`src/core/bph_cfg.svh`:
```
`ifndef BPH_CFG_SVH
`define BPH_CFG_SVH

`define BPH_OFS_CTRL 8'h00
`define BPH_OFS_PAD 8'h04
`define BPH_OFS_IVL 8'h08
`define BPH_OFS_RF 8'h0c
`define BPH_OFS_STAT 8'h10

`define BPH_CTRL_WEN 0
`define BPH_CTRL_DPOL 1
`define BPH_CTRL_HPOL 2
`define BPH_CTRL_ATTN 3
`define BPH_CTRL_SLP 4
`define BPH_CTRL_SNIFF 5
`define BPH_CTRL_SHDN 6
`define BPH_CTRL_CLKN 7
`define BPH_CTRL_RST 8'h06

`define BPH_PAD_RST 6'h00
`define BPH_PAD_PWR 2'h0
`define BPH_PAD_DTH 1:0
`define BPH_PAD_HTD 3:2
`define BPH_PAD_CLK 5:4

`define BPH_IVL_RST 16'h0020
`define BPH_IVL_ONE 16'h0001
`define BPH_RF_RST 4'h0
`define BPH_PD_OFF 4'hf
`define BPH_STAT_ATTN 8

`define BPH_SYN_DEVW 0
`define BPH_SYN_LPO 1
`define BPH_SYN_REG 2

`endif

```
`src/core/bph_pkg.sv`:
```
package bph_pkg;
  typedef enum logic [2:0] {
    BPH_ST_ACTIVE = 3'b000,
    BPH_ST_SLEEP = 3'b001,
    BPH_ST_SNIFF = 3'b010,
    BPH_ST_SHDN = 3'b011
  } bph_state_t;
endpackage

```
`src/core/bph_sync.sv`:
```
`timescale 1ns/100ps
module bph_sync (
  input wire logic clk_i,
  input wire logic rstn_i,
  input wire logic [2:0] d_i,
  output logic [2:0] q_o
);
  logic [2:0] s1_r;
  logic [2:0] s2_r;

  genvar g;
  generate
    for (g = 0; g < 3; g = g + 1) begin : g_bit
      always_ff @(posedge clk_i or negedge rstn_i) begin
        if (!rstn_i) begin
          s1_r[g] <= 1'b0;
          s2_r[g] <= 1'b0;
        end else begin
          s1_r[g] <= d_i[g];
          s2_r[g] <= s1_r[g];
        end
      end
    end
  endgenerate

  assign q_o = s2_r;
endmodule

```
`src/core/bph_top.sv`:
```
`timescale 1ns/100ps
`include "bph_cfg.svh"
module bph_top (
  input wire logic clk_i,
  input wire logic rstn_i,
  input wire logic [7:0] addr_i,
  input wire logic [31:0] wdata_i,
  input wire logic wr_i,
  input wire logic rd_i,
  output logic [31:0] rdata_o,
  input wire logic uart_mode_i,
  input wire logic host_to_device_wake_i,
  input wire logic low_power_oscillator_input_i,
  input wire logic bluetooth_regulator_enable_i,
  input wire logic wlan_clk_need_i,
  input wire logic bb_tx_active_i,
  input wire logic bb_rx_active_i,
  input wire logic bb_attn_i,
  input wire logic bb_sniff_i,
  output logic device_to_host_wake_o,
  output logic device_to_host_wake_oe_o,
  output logic clk_req_o,
  output logic clk_req_oe_o,
  output logic tx_pd_o,
  output logic rx_pd_o,
  output logic pll_pd_o,
  output logic pa_pd_o,
  output logic lpo_run_o,
  output logic inputs_en_o,
  output logic por_n_o,
  output bph_pkg::bph_state_t state_o
);
  import bph_pkg::*;

  logic [2:0] syn_q;
  logic lpo_d_r;
  logic por_n_r;
  logic srst;
  bph_state_t state_r;
  bph_state_t state_nxt;
  logic [7:0] ctrl_r;
  logic [5:0] pad_r;
  logic [15:0] ivl_r;
  logic [15:0] cnt_r;
  logic [15:0] cnt_inc;
  logic [3:0] rf_r;
  logic attn_r;
  logic [31:0] rdata_r;
  logic dth_r;
  logic dth_oe_r;
  logic clk_r;
  logic clk_oe_r;
  logic [3:0] pd_r;
  logic [3:0] pd_nxt;

  // regulator and lpo are slow async pins, synchronised like the wake input
  bph_sync u_sync (
    .clk_i(clk_i),
    .rstn_i(rstn_i),
    .d_i({bluetooth_regulator_enable_i, low_power_oscillator_input_i,
          host_to_device_wake_i}),
    .q_o(syn_q)
  );

  wire devw_s = syn_q[`BPH_SYN_DEVW];
  wire lpo_s = syn_q[`BPH_SYN_LPO];
  wire reg_s = syn_q[`BPH_SYN_REG];
  wire lpo_rise = lpo_s & ~lpo_d_r;

  // decode
  wire shdn = (state_r == BPH_ST_SHDN);
  wire wr_ok = wr_i & ~shdn;
  wire wr_ctrl = wr_ok & (addr_i == `BPH_OFS_CTRL);
  wire wr_pad = wr_ok & (addr_i == `BPH_OFS_PAD);
  wire wr_ivl = wr_ok & (addr_i == `BPH_OFS_IVL);
  wire wr_rf = wr_ok & (addr_i == `BPH_OFS_RF);
  wire wr_stat = wr_ok & (addr_i == `BPH_OFS_STAT);

  // pad function must be 0 for power-control use
  wire pad_dth = (pad_r[`BPH_PAD_DTH] == `BPH_PAD_PWR);
  wire pad_htd = (pad_r[`BPH_PAD_HTD] == `BPH_PAD_PWR);
  wire pad_clk = (pad_r[`BPH_PAD_CLK] == `BPH_PAD_PWR);
  wire wake_use = uart_mode_i & ctrl_r[`BPH_CTRL_WEN];

  // incoming wake, polarity resolved
  wire devw_act = wake_use & pad_htd & (devw_s == ctrl_r[`BPH_CTRL_DPOL]);

  wire host_need = ctrl_r[`BPH_CTRL_ATTN] | attn_r;
  wire radio_busy = bb_tx_active_i | bb_rx_active_i;
  wire sniff_cmd = bb_sniff_i | (wr_ctrl & wdata_i[`BPH_CTRL_SNIFF]);
  wire sleep_ok = ctrl_r[`BPH_CTRL_SLP] & ~devw_act & ~radio_busy & ~host_need;
  wire wake_cond = devw_act | radio_busy | host_need;
  assign cnt_inc = cnt_r + `BPH_IVL_ONE;
  wire ivl_done = lpo_rise & (cnt_inc == ivl_r);

  // anything but sleep/sniff/shutdown wants the reference clock
  wire bt_clk_need = (state_r == BPH_ST_ACTIVE) | ctrl_r[`BPH_CTRL_CLKN];
  wire clk_need = bt_clk_need | wlan_clk_need_i;

  // host wake drives the attention level with the chosen polarity
  wire dth_act = wake_use & host_need;
  wire dth_lvl = ctrl_r[`BPH_CTRL_HPOL] ? dth_act : ~dth_act;

  // status word
  wire [31:0] stat_w = {19'h0, pd_r, attn_r, uart_mode_i, wake_use, clk_r,
                        devw_act, dth_act, state_r};
  wire [31:0] rmux =
    (addr_i == `BPH_OFS_CTRL) ? {24'h0, ctrl_r} :
    (addr_i == `BPH_OFS_PAD) ? {26'h0, pad_r} :
    (addr_i == `BPH_OFS_IVL) ? {16'h0, ivl_r} :
    (addr_i == `BPH_OFS_RF) ? {28'h0, rf_r} :
    (addr_i == `BPH_OFS_STAT) ? stat_w : 32'h0;

  // por: a low regulator enable is the only way out of shutdown
  always_ff @(posedge clk_i or negedge rstn_i) begin
    if (!rstn_i) begin
      por_n_r <= 1'b0;
    end else begin
      por_n_r <= reg_s;
    end
  end
  assign srst = ~por_n_r;

  always_ff @(posedge clk_i or negedge rstn_i) begin
    if (!rstn_i) begin
      lpo_d_r <= 1'b0;
    end else begin
      lpo_d_r <= lpo_s;
    end
  end

  always_comb begin
    state_nxt = state_r;
    case (state_r)
      BPH_ST_ACTIVE: begin
        if (ctrl_r[`BPH_CTRL_SHDN]) begin
          state_nxt = BPH_ST_SHDN;
        end else if (sniff_cmd & ~devw_act) begin
          state_nxt = BPH_ST_SNIFF;
        end else if (sleep_ok) begin
          state_nxt = BPH_ST_SLEEP;
        end
      end
      BPH_ST_SLEEP: begin
        if (wake_cond) begin
          state_nxt = BPH_ST_ACTIVE;
        end
      end
      BPH_ST_SNIFF: begin
        if (wake_cond | ivl_done) begin
          state_nxt = BPH_ST_ACTIVE;
        end
      end
      BPH_ST_SHDN: begin
        state_nxt = BPH_ST_SHDN;
      end
      default: begin
        state_nxt = BPH_ST_ACTIVE;
      end
    endcase
  end

  always_ff @(posedge clk_i or negedge rstn_i) begin
    if (!rstn_i) begin
      state_r <= BPH_ST_ACTIVE;
    end else if (srst) begin
      state_r <= BPH_ST_ACTIVE;
    end else begin
      state_r <= state_nxt;
    end
  end

  // interval counted in lpo ticks, restarts on each sniff entry
  always_ff @(posedge clk_i or negedge rstn_i) begin
    if (!rstn_i) begin
      cnt_r <= 16'h0000;
    end else if (srst || state_r != BPH_ST_SNIFF) begin
      cnt_r <= 16'h0000;
    end else if (lpo_rise) begin
      cnt_r <= cnt_inc;
    end
  end

  always_ff @(posedge clk_i or negedge rstn_i) begin
    if (!rstn_i) begin
      ctrl_r <= `BPH_CTRL_RST;
      pad_r <= `BPH_PAD_RST;
      ivl_r <= `BPH_IVL_RST;
      rf_r <= `BPH_RF_RST;
    end else if (srst) begin
      ctrl_r <= `BPH_CTRL_RST;
      pad_r <= `BPH_PAD_RST;
      ivl_r <= `BPH_IVL_RST;
      rf_r <= `BPH_RF_RST;
    end else begin
      if (wr_ctrl) begin
        ctrl_r <= wdata_i[7:0];
      end
      if (wr_pad) begin
        pad_r <= wdata_i[5:0];
      end
      if (wr_ivl) begin
        ivl_r <= wdata_i[15:0];
      end
      if (wr_rf) begin
        rf_r <= wdata_i[3:0];
      end
    end
  end

  // baseband attention is sticky; a new event beats a write-one clear
  always_ff @(posedge clk_i or negedge rstn_i) begin
    if (!rstn_i) begin
      attn_r <= 1'b0;
    end else if (srst) begin
      attn_r <= 1'b0;
    end else if (bb_attn_i & ~shdn) begin
      attn_r <= 1'b1;
    end else if (wr_stat & wdata_i[`BPH_STAT_ATTN]) begin
      attn_r <= 1'b0;
    end
  end

  // pd order {pa, pll, rx, tx}; radio gated per packet phase, forced by rf_r
  always_comb begin
    pd_nxt = `BPH_PD_OFF;
    if (state_r == BPH_ST_ACTIVE) begin
      pd_nxt[0] = ~bb_tx_active_i;
      pd_nxt[1] = ~bb_rx_active_i;
      pd_nxt[2] = ~radio_busy;
      pd_nxt[3] = ~bb_tx_active_i;
    end
    pd_nxt = pd_nxt | rf_r;
  end

  always_ff @(posedge clk_i or negedge rstn_i) begin
    if (!rstn_i) begin
      pd_r <= `BPH_PD_OFF;
    end else if (srst) begin
      pd_r <= `BPH_PD_OFF;
    end else begin
      pd_r <= pd_nxt;
    end
  end

  // pins: all drivers released in shutdown and while under por
  always_ff @(posedge clk_i or negedge rstn_i) begin
    if (!rstn_i) begin
      dth_r <= 1'b0;
      dth_oe_r <= 1'b0;
      clk_r <= 1'b0;
      clk_oe_r <= 1'b0;
    end else if (srst) begin
      dth_r <= 1'b0;
      dth_oe_r <= 1'b0;
      clk_r <= 1'b0;
      clk_oe_r <= 1'b0;
    end else begin
      dth_r <= dth_lvl;
      dth_oe_r <= wake_use & pad_dth & ~shdn;
      clk_r <= clk_need & ~shdn;
      clk_oe_r <= pad_clk & ~shdn;
    end
  end

  // read data lives for exactly one cycle after the strobe
  always_ff @(posedge clk_i or negedge rstn_i) begin
    if (!rstn_i) begin
      rdata_r <= 32'h0;
    end else if (rd_i & ~shdn & ~srst) begin
      rdata_r <= rmux;
    end else begin
      rdata_r <= 32'h0;
    end
  end

  assign rdata_o = rdata_r;
  assign device_to_host_wake_o = dth_r;
  assign device_to_host_wake_oe_o = dth_oe_r;
  assign clk_req_o = clk_r;
  assign clk_req_oe_o = clk_oe_r;
  assign tx_pd_o = pd_r[0];
  assign rx_pd_o = pd_r[1];
  assign pll_pd_o = pd_r[2];
  assign pa_pd_o = pd_r[3];
  assign lpo_run_o = (state_r == BPH_ST_SNIFF);
  assign inputs_en_o = ~shdn & por_n_r;
  assign por_n_o = por_n_r;
  assign state_o = state_r;
endmodule

```
`config.mk`:
```
export PLATFORM = sky130hd
export DESIGN_NAME = bph_top
export DESIGN_NICKNAME = d
export VERILOG_FILES = /design/src/core/bph_pkg.sv /design/src/core/bph_sync.sv /design/src/core/bph_top.sv
export VERILOG_INCLUDE_DIRS = /design/src /design/src/core
export SDC_FILE = /design/constraint.sdc
export NUM_CORES = 1
export LEC_CHECK = 0
export ABC_AREA = 1
export ABC_CLOCK_PERIOD_IN_PS = 3000
export BUFFER_PORTS_ARGS = -buffer_cell sky130_fd_sc_hd__clkbuf_2
export CORE_UTILIZATION = 55
export CTS_BUF_LIST = sky130_fd_sc_hd__clkbuf_8 sky130_fd_sc_hd__clkbuf_16
export DETAILED_ROUTE_END_ITERATION = 8
export GPL_ROUTABILITY_DRIVEN = 0
export MAX_ROUTING_LAYER = met4
export PLACE_DENSITY = 0.81
export SLEW_MARGIN = 20
export SYNTH_ARGS = -nofsm -noshare
export SYNTH_HDL_FRONTEND = slang
export SYNTH_SLANG_ARGS = --single-unit
```
`constraint.sdc`:
```
create_clock -name clk_i -period 3 [get_ports clk_i]
set_input_delay 0.15 -clock clk_i [delete_from_list [all_inputs] [get_ports clk_i]]
set_output_delay 0.15 -clock clk_i [all_outputs]
set_load 0.05 [all_outputs]
```
Word-level counts from Yosys, hierarchy flattened:

Index checks and enable logic that the tools add are counted.

* bitwise operators: 44
* reduce and logical (&&, ||, !) cells: 8
* mux-type cells: 33
* equal/unequal tests: 18
* $add $sub $neg: 1

Operators by type and width (count)
* two-way mux 16 bit: 8
* bitwise AND 1 bit: 26
* two-way mux 13 bit: 2
* two-way mux 3 bit: 6
* adder 16 x 1 -> 16 bit, second input constant: 1
* equality test 16 bit: 1
* equality test 8 x 4 -> 1 bit, second input constant: 2
* two-way mux 4 bit: 4
* two-way mux 8 bit: 2
* two-way mux 6 bit: 2
* case mux 3 bit (4 select lines): 1
* inverter 1 bit: 9
* equality test 8 x 3 -> 1 bit, second input constant: 1
* equality test 8 x 5 -> 1 bit, second input constant: 1
* zero test 8 bit: 1
* two-way mux 1 bit: 8
* inequality test 2 x 1 -> 1 bit, second input constant: 4
* bitwise OR 1 bit: 8
* equality test 3 x 2 -> 1 bit, second input constant: 2
* zero test 2 bit: 3
* inequality test 3 x 2 -> 1 bit, second input constant: 2
* inequality test 5 bit, second input constant: 1
* bitwise OR 4 bit: 1
* equality test 3 x 1 -> 1 bit, second input constant: 1
* other kinds (7): 7

* bits of input ports: 53
* logic and storage cells: 125
* output and inout bits: 46
* register bits: 86

Longest topological paths before layout:

* depth in word-level cells: 12
* gate-level depth with buffers: 15
* depth with buffers taken out: 15

Cells and area by module:

A second synthesis with hierarchy kept.

* cell total of the unflattened synthesis: 564
* area, all modules: 4449.3 µm²

By module, submodules not included
* bph_top: area each 4299.1 µm², times used 1, sequential area each 1985.7 µm², cells each 558
* bph_sync: area each 150.1 µm², times used 1, sequential area each 150.1 µm², cells each 6

Least setup slack after synthesis:

OpenSTA, ideal clock, no wires.

* path type: reg-to-reg
* start point: register por_n_r (netlist: por_n_o)
* end point: register rdata_r[10] (netlist: rdata_o[10])
* library setup time: 0.094 ns
* stages on the path, launching flop included: 8
* data required time: 2.906 ns
* period minus slack after synthesis: 2.510 ns
* arrival time: 2.416 ns
* path buffers: 1
* path slack: 0.490 ns
* cell sequence: dfrtp_1 -> inv_1 -> clkbuf_1 -> nor2_1 -> nand2_1 -> inv_1 -> o21ai_2 -> a211oi_1

* cells in the longest elaborated chain, start to end: 2

RTL lines
* start, declared: RTL line bph_top.sv:37 `logic por_n_r;`
* start signal, assigned: RTL line bph_top.sv:119 `por_n_r <= reg_s;`
* bitwise AND 1 bit: RTL line bph_top.sv:270 `end else if (rd_i & ~shdn & ~srst) begin`
* two-way mux 16 bit: RTL line bph_top.sv:270
* end signal, assigned: RTL line bph_top.sv:271 `rdata_r <= rmux;`
* end, declared: RTL line bph_top.sv:48 `logic [31:0] rdata_r;`

No other way between the ends.
A chain may end at the register's enable or synchronous reset.

Final worst setup path:

* start point: register state_r[0] (netlist: state_o[0])
* end point: register ivl_r[11]

* cells in the longest elaborated chain, start to end: 5

RTL lines
* start, declared: RTL line bph_top.sv:39 `bph_state_t state_r;`
* start signal, assigned: RTL line bph_top.sv:169 `state_r <= state_nxt;`
* equality test 3 x 2 -> 1 bit: RTL line bph_top.sv:71 `wire shdn = (state_r == BPH_ST_SHDN);`
* inverter 1 bit: RTL line bph_top.sv:72 `wire wr_ok = wr_i & ~shdn;`
* bitwise AND 1 bit: RTL line bph_top.sv:72
* bitwise AND 1 bit: RTL line bph_top.sv:75 `` wire wr_ivl = wr_ok & (addr_i == `BPH_OFS_IVL); ``
* inequality test 2 x 1 -> 1 bit (no source line)
* end signal, assigned: RTL line bph_top.sv:188 `` ivl_r <= `BPH_IVL_RST; ``
* end signal, assigned: RTL line bph_top.sv:193 `` ivl_r <= `BPH_IVL_RST; ``
* end signal, assigned: RTL line bph_top.sv:203 `ivl_r <= wdata_i[15:0];`
* end, declared: RTL line bph_top.sv:43 `logic [15:0] ivl_r;`

No other way between the ends.

==> impl_results.md <==
* Status: completed
* Antenna diodes at 0
* Starting Density at 56.8%
* Seq/Total Area, Yosys at 48.6%
* Wirelength per Cell at 15.1 um
* Post-CTS Setup Repair Bufs at 0
* Die outline height at 91.3 um
* Count leader, synth: nand2_1
* Clock share of power at 30.6%
* Crit path capture type: register
* Reg power frac at 47.3%
* H-Tree Depth at 3
* Initial antenna violation count at 0
* Critical Path AT at 2.54 ns
* Clk slew on worst S/H paths at 0.09 ns
* CP delay by family, top: compound AO/OA/AOI/OAI gates
* Tot GR Track Use at 29.6%
* Root Buffer: clkbuf_8
* Ports at 99
* Core region area at 7730 um2
* Synthesized area at 4390 um2
* Die area at 8340 um2
* Critical-path maximum fanout at 17
* Crit-path cells: ha_1 > inv_1 > nand2_1 > inv_1 > a21oi_2 > inv_1 > o21ai_0
* Synth cell types at 35
* Buffers and inverters on the worst path at 3
* Comb power frac at 22.1%
* Crit share post-route at 76.5%
* CP max-delay cell: a21oi_2
* YS warnings at 0
* Top_reg_cell synth: dfrtp_1
* Post-Synthesis Cells at 549
* RSZ-0062 raised after global routing: false
* P_leak at 2.42 nW
* Dominant cell type by area after synthesis: dfrtp_1
* Via density at 5.59
* TritonCTS clock tree: built
* CP startpoint kind: register
* Yosys reg bits at 85
* Worst Hold Class: in -> reg
* Main area contributors after synthesis: dfrtp_1 (44%), nand2_1 (11%), o21ai_0 (6.6%)
* Final setup viols at 0
* Vias in the first global route at 3883
* Setup TNS at 0 ns
* Final clock skew at 0.0114 ns
* First-pass DRT Iterations at 5
* Max_cap viols at 0
* Detailed-route wire length at 11.0 mm
* Synth top area share at 44.5%
* CP most frequent cell: inv_1
* TritonCTS buffer count at 9
* Sw Share at 35.1%
* Die X at 91.3 um
* Worst vdd ir at 0.332 mV
* Overflow after GRT at 0
* PortBufs at 65
* PD cells at 545 nW/um2
* Antenna Violating Nets Remaining at 0
* Slew @ Worst Pin at 1.02 ns
* CTS max path bufs at 2
* Largest net degree at the start of global routing at 86
* P_sw at 0.960 mW
* Pins Over Slew Limit at 0
* Syn avg cell area at 8.00 um2
* Post-DP HPWL at 8.24 mm
* Slew margin rel. at 32.2%
* Max Fclk at 0.436 GHz
* FFs w/ async S/R, synth at 100%
* First-pass GRT wire length at 18.4 mm
* Worst skew pair latency at 0.37 ns
* Final hold vios at 0
* Vias at 4074
* Min Hold Slack at 0.0148 ns
* Crit-path max cell delay at 0.49 ns
* Post-synth EDFFs at 0
* Internal Power at 1.77 mW
* Crit path kind: reg -> reg
* DR iter-0 viols at 370
* Post-layout min period at 2.29 ns
* Share of cells above drive strength 1 at 17.4%
* Place WS at 0.735 ns
* Residual DRC at 0
* Row count at 32
* Worst EP required at 3.25 ns
* Top post-synthesis cells by count: nand2_1 (131), dfrtp_1 (78), inv_1 (69), o21ai_0 (58), nand3_1 (54)
* Number of clock sinks at 85
* Area delta synth->final at 14.2%
* Layout Nets at 680
* Final worst setup slack at 0.705 ns
path summary, 6_finish.rpt:
check | from | endpoint | slack, ns | cells after the start
min | wlan_clk_need_i | clk_req_o | 0.01 | 3
max reg2reg | state_o[0] | ivl_r[11] | 0.71 | 7
min reg2reg | u_sync.s1_r[0] | u_sync.q_o[0] | 0.36 | 0
max | state_o[0] | ivl_r[11] | 0.71 | 7
max in group asynchronous | rstn_i | device_to_host_wake_o | 2.08 | 2
min in group asynchronous | rstn_i | cnt_r[13] | 0.38 | 2
worst register-to-register path, stage by stage (launching register included):
cell and delay, ns:
dfrtp_1 0.44, ha_1 0.20, inv_1 0.09, nand2_1 0.08
inv_1 0.11, a21oi_2 0.49, inv_1 0.40, o21ai_0 0.36
routing by layer:
layer	part of all wire, %	GRT usage [%]	vias to the layer above
met5	0	-	-
met2	47	44.8	201
met1	41	37.1	1904
li1	-	-	1920
met4	4.2	15.5	0
met3	7.3	6.78	49
layout make-up:
cell class	instances	area, um2
fill	659	2720
sequential	85	2140
multi-input combinational	383	1880
timing repair buffer	74	412
inverter	69	259
tap	102	128
clock buffer	9	124
clock inverter	7	77.6
flip-flops by register name, summed over array words and instances, names as in the netlist:
signal                    count
cnt_r                        16
ivl_r                        16
rdata_o                      16
ctrl_r                        8
pad_r                         6
pd_r                          4
rf_r                          4
u_sync.q_o                    3
u_sync.s1_r                   3
state_o                       2
attn_r                        1
clk_req_o                     1
clk_req_oe_o                  1
device_to_host_wake_o         1
device_to_host_wake_oe_o      1
lpo_d_r                       1
por_n_o                       1
power by group through the flow:
| stage | sequential [mW] | combinational [mW] | clock, mW |
|---|---|---|---|
| after floorplan | 1.41 | 0.329 | 0 |
| after global placement | 1.31 | 0.580 | 0 |
| after detailed placement | 1.31 | 0.591 | 0 |
| after CTS | 1.29 | 0.598 | 0.851 |
| after global routing | 1.30 | 0.657 | 0.895 |
| final | 1.29 | 0.603 | 0.836 |
cell usage in the layout, fill, tap and decap left out, types with 2 or more instances in the layout:
cell type / Yosys / final
a211oi_1: 5 / 5
o21ai_0: 58 / 58
nand3b_1: 2 / 2
nor2_2: 5 / 5
inv_1: 69 / 69
dlygate4sd3_1: 0 / 5
dfrtp_1: 78 / 78
dfstp_2: 7 / 7
nand4_1: 9 / 9
o22ai_1: 11 / 11
o211ai_1: 3 / 3
xor2_1: 2 / 2
conb_1: 1 / 17
buf_4: 19 / 4
nand2_2: 3 / 3
ha_1: 5 / 5
xnor2_1: 2 / 2
nor2_1: 32 / 32
a21oi_1: 23 / 23
inv_6: 0 / 4
clkbuf_8: 0 / 9
nand2_1: 131 / 131
nand3_1: 54 / 54
clkbuf_2: 0 / 64
o21ai_2: 2 / 2
nor2_4: 3 / 3
nor3_1: 7 / 7
kinds of logic after synthesis:
group                      synth area share, %
and+or+nand+nor                           25.2
AOI/OAI and AO/OA                         13.4
buffers and inverters                     9.97
DFF                                       48.6
xor gates and xnor gates                  1.31
adders and majority gates                 1.42
other                                   0.0854
stage by stage:
step,utilization (%),std cells,power [mW],area [um2]
2_1_floorplan,-,565,1.74,4450
3_3_place_gp,61.6,708,1.89,4760
3_5_place_dp,61.6,708,1.90,4760
4_1_cts,64.8,729,2.74,5010
5_1_grt,64.9,729,2.86,5010
6_report,64.9,729,2.73,5010
timing repair:
item,CTS,global route
hold endpoints to repair,5,0
hold buffers,5,0
setup endpoints to repair,0,0
resized for setup,0,0
Power figures use the tool's default switching activity.
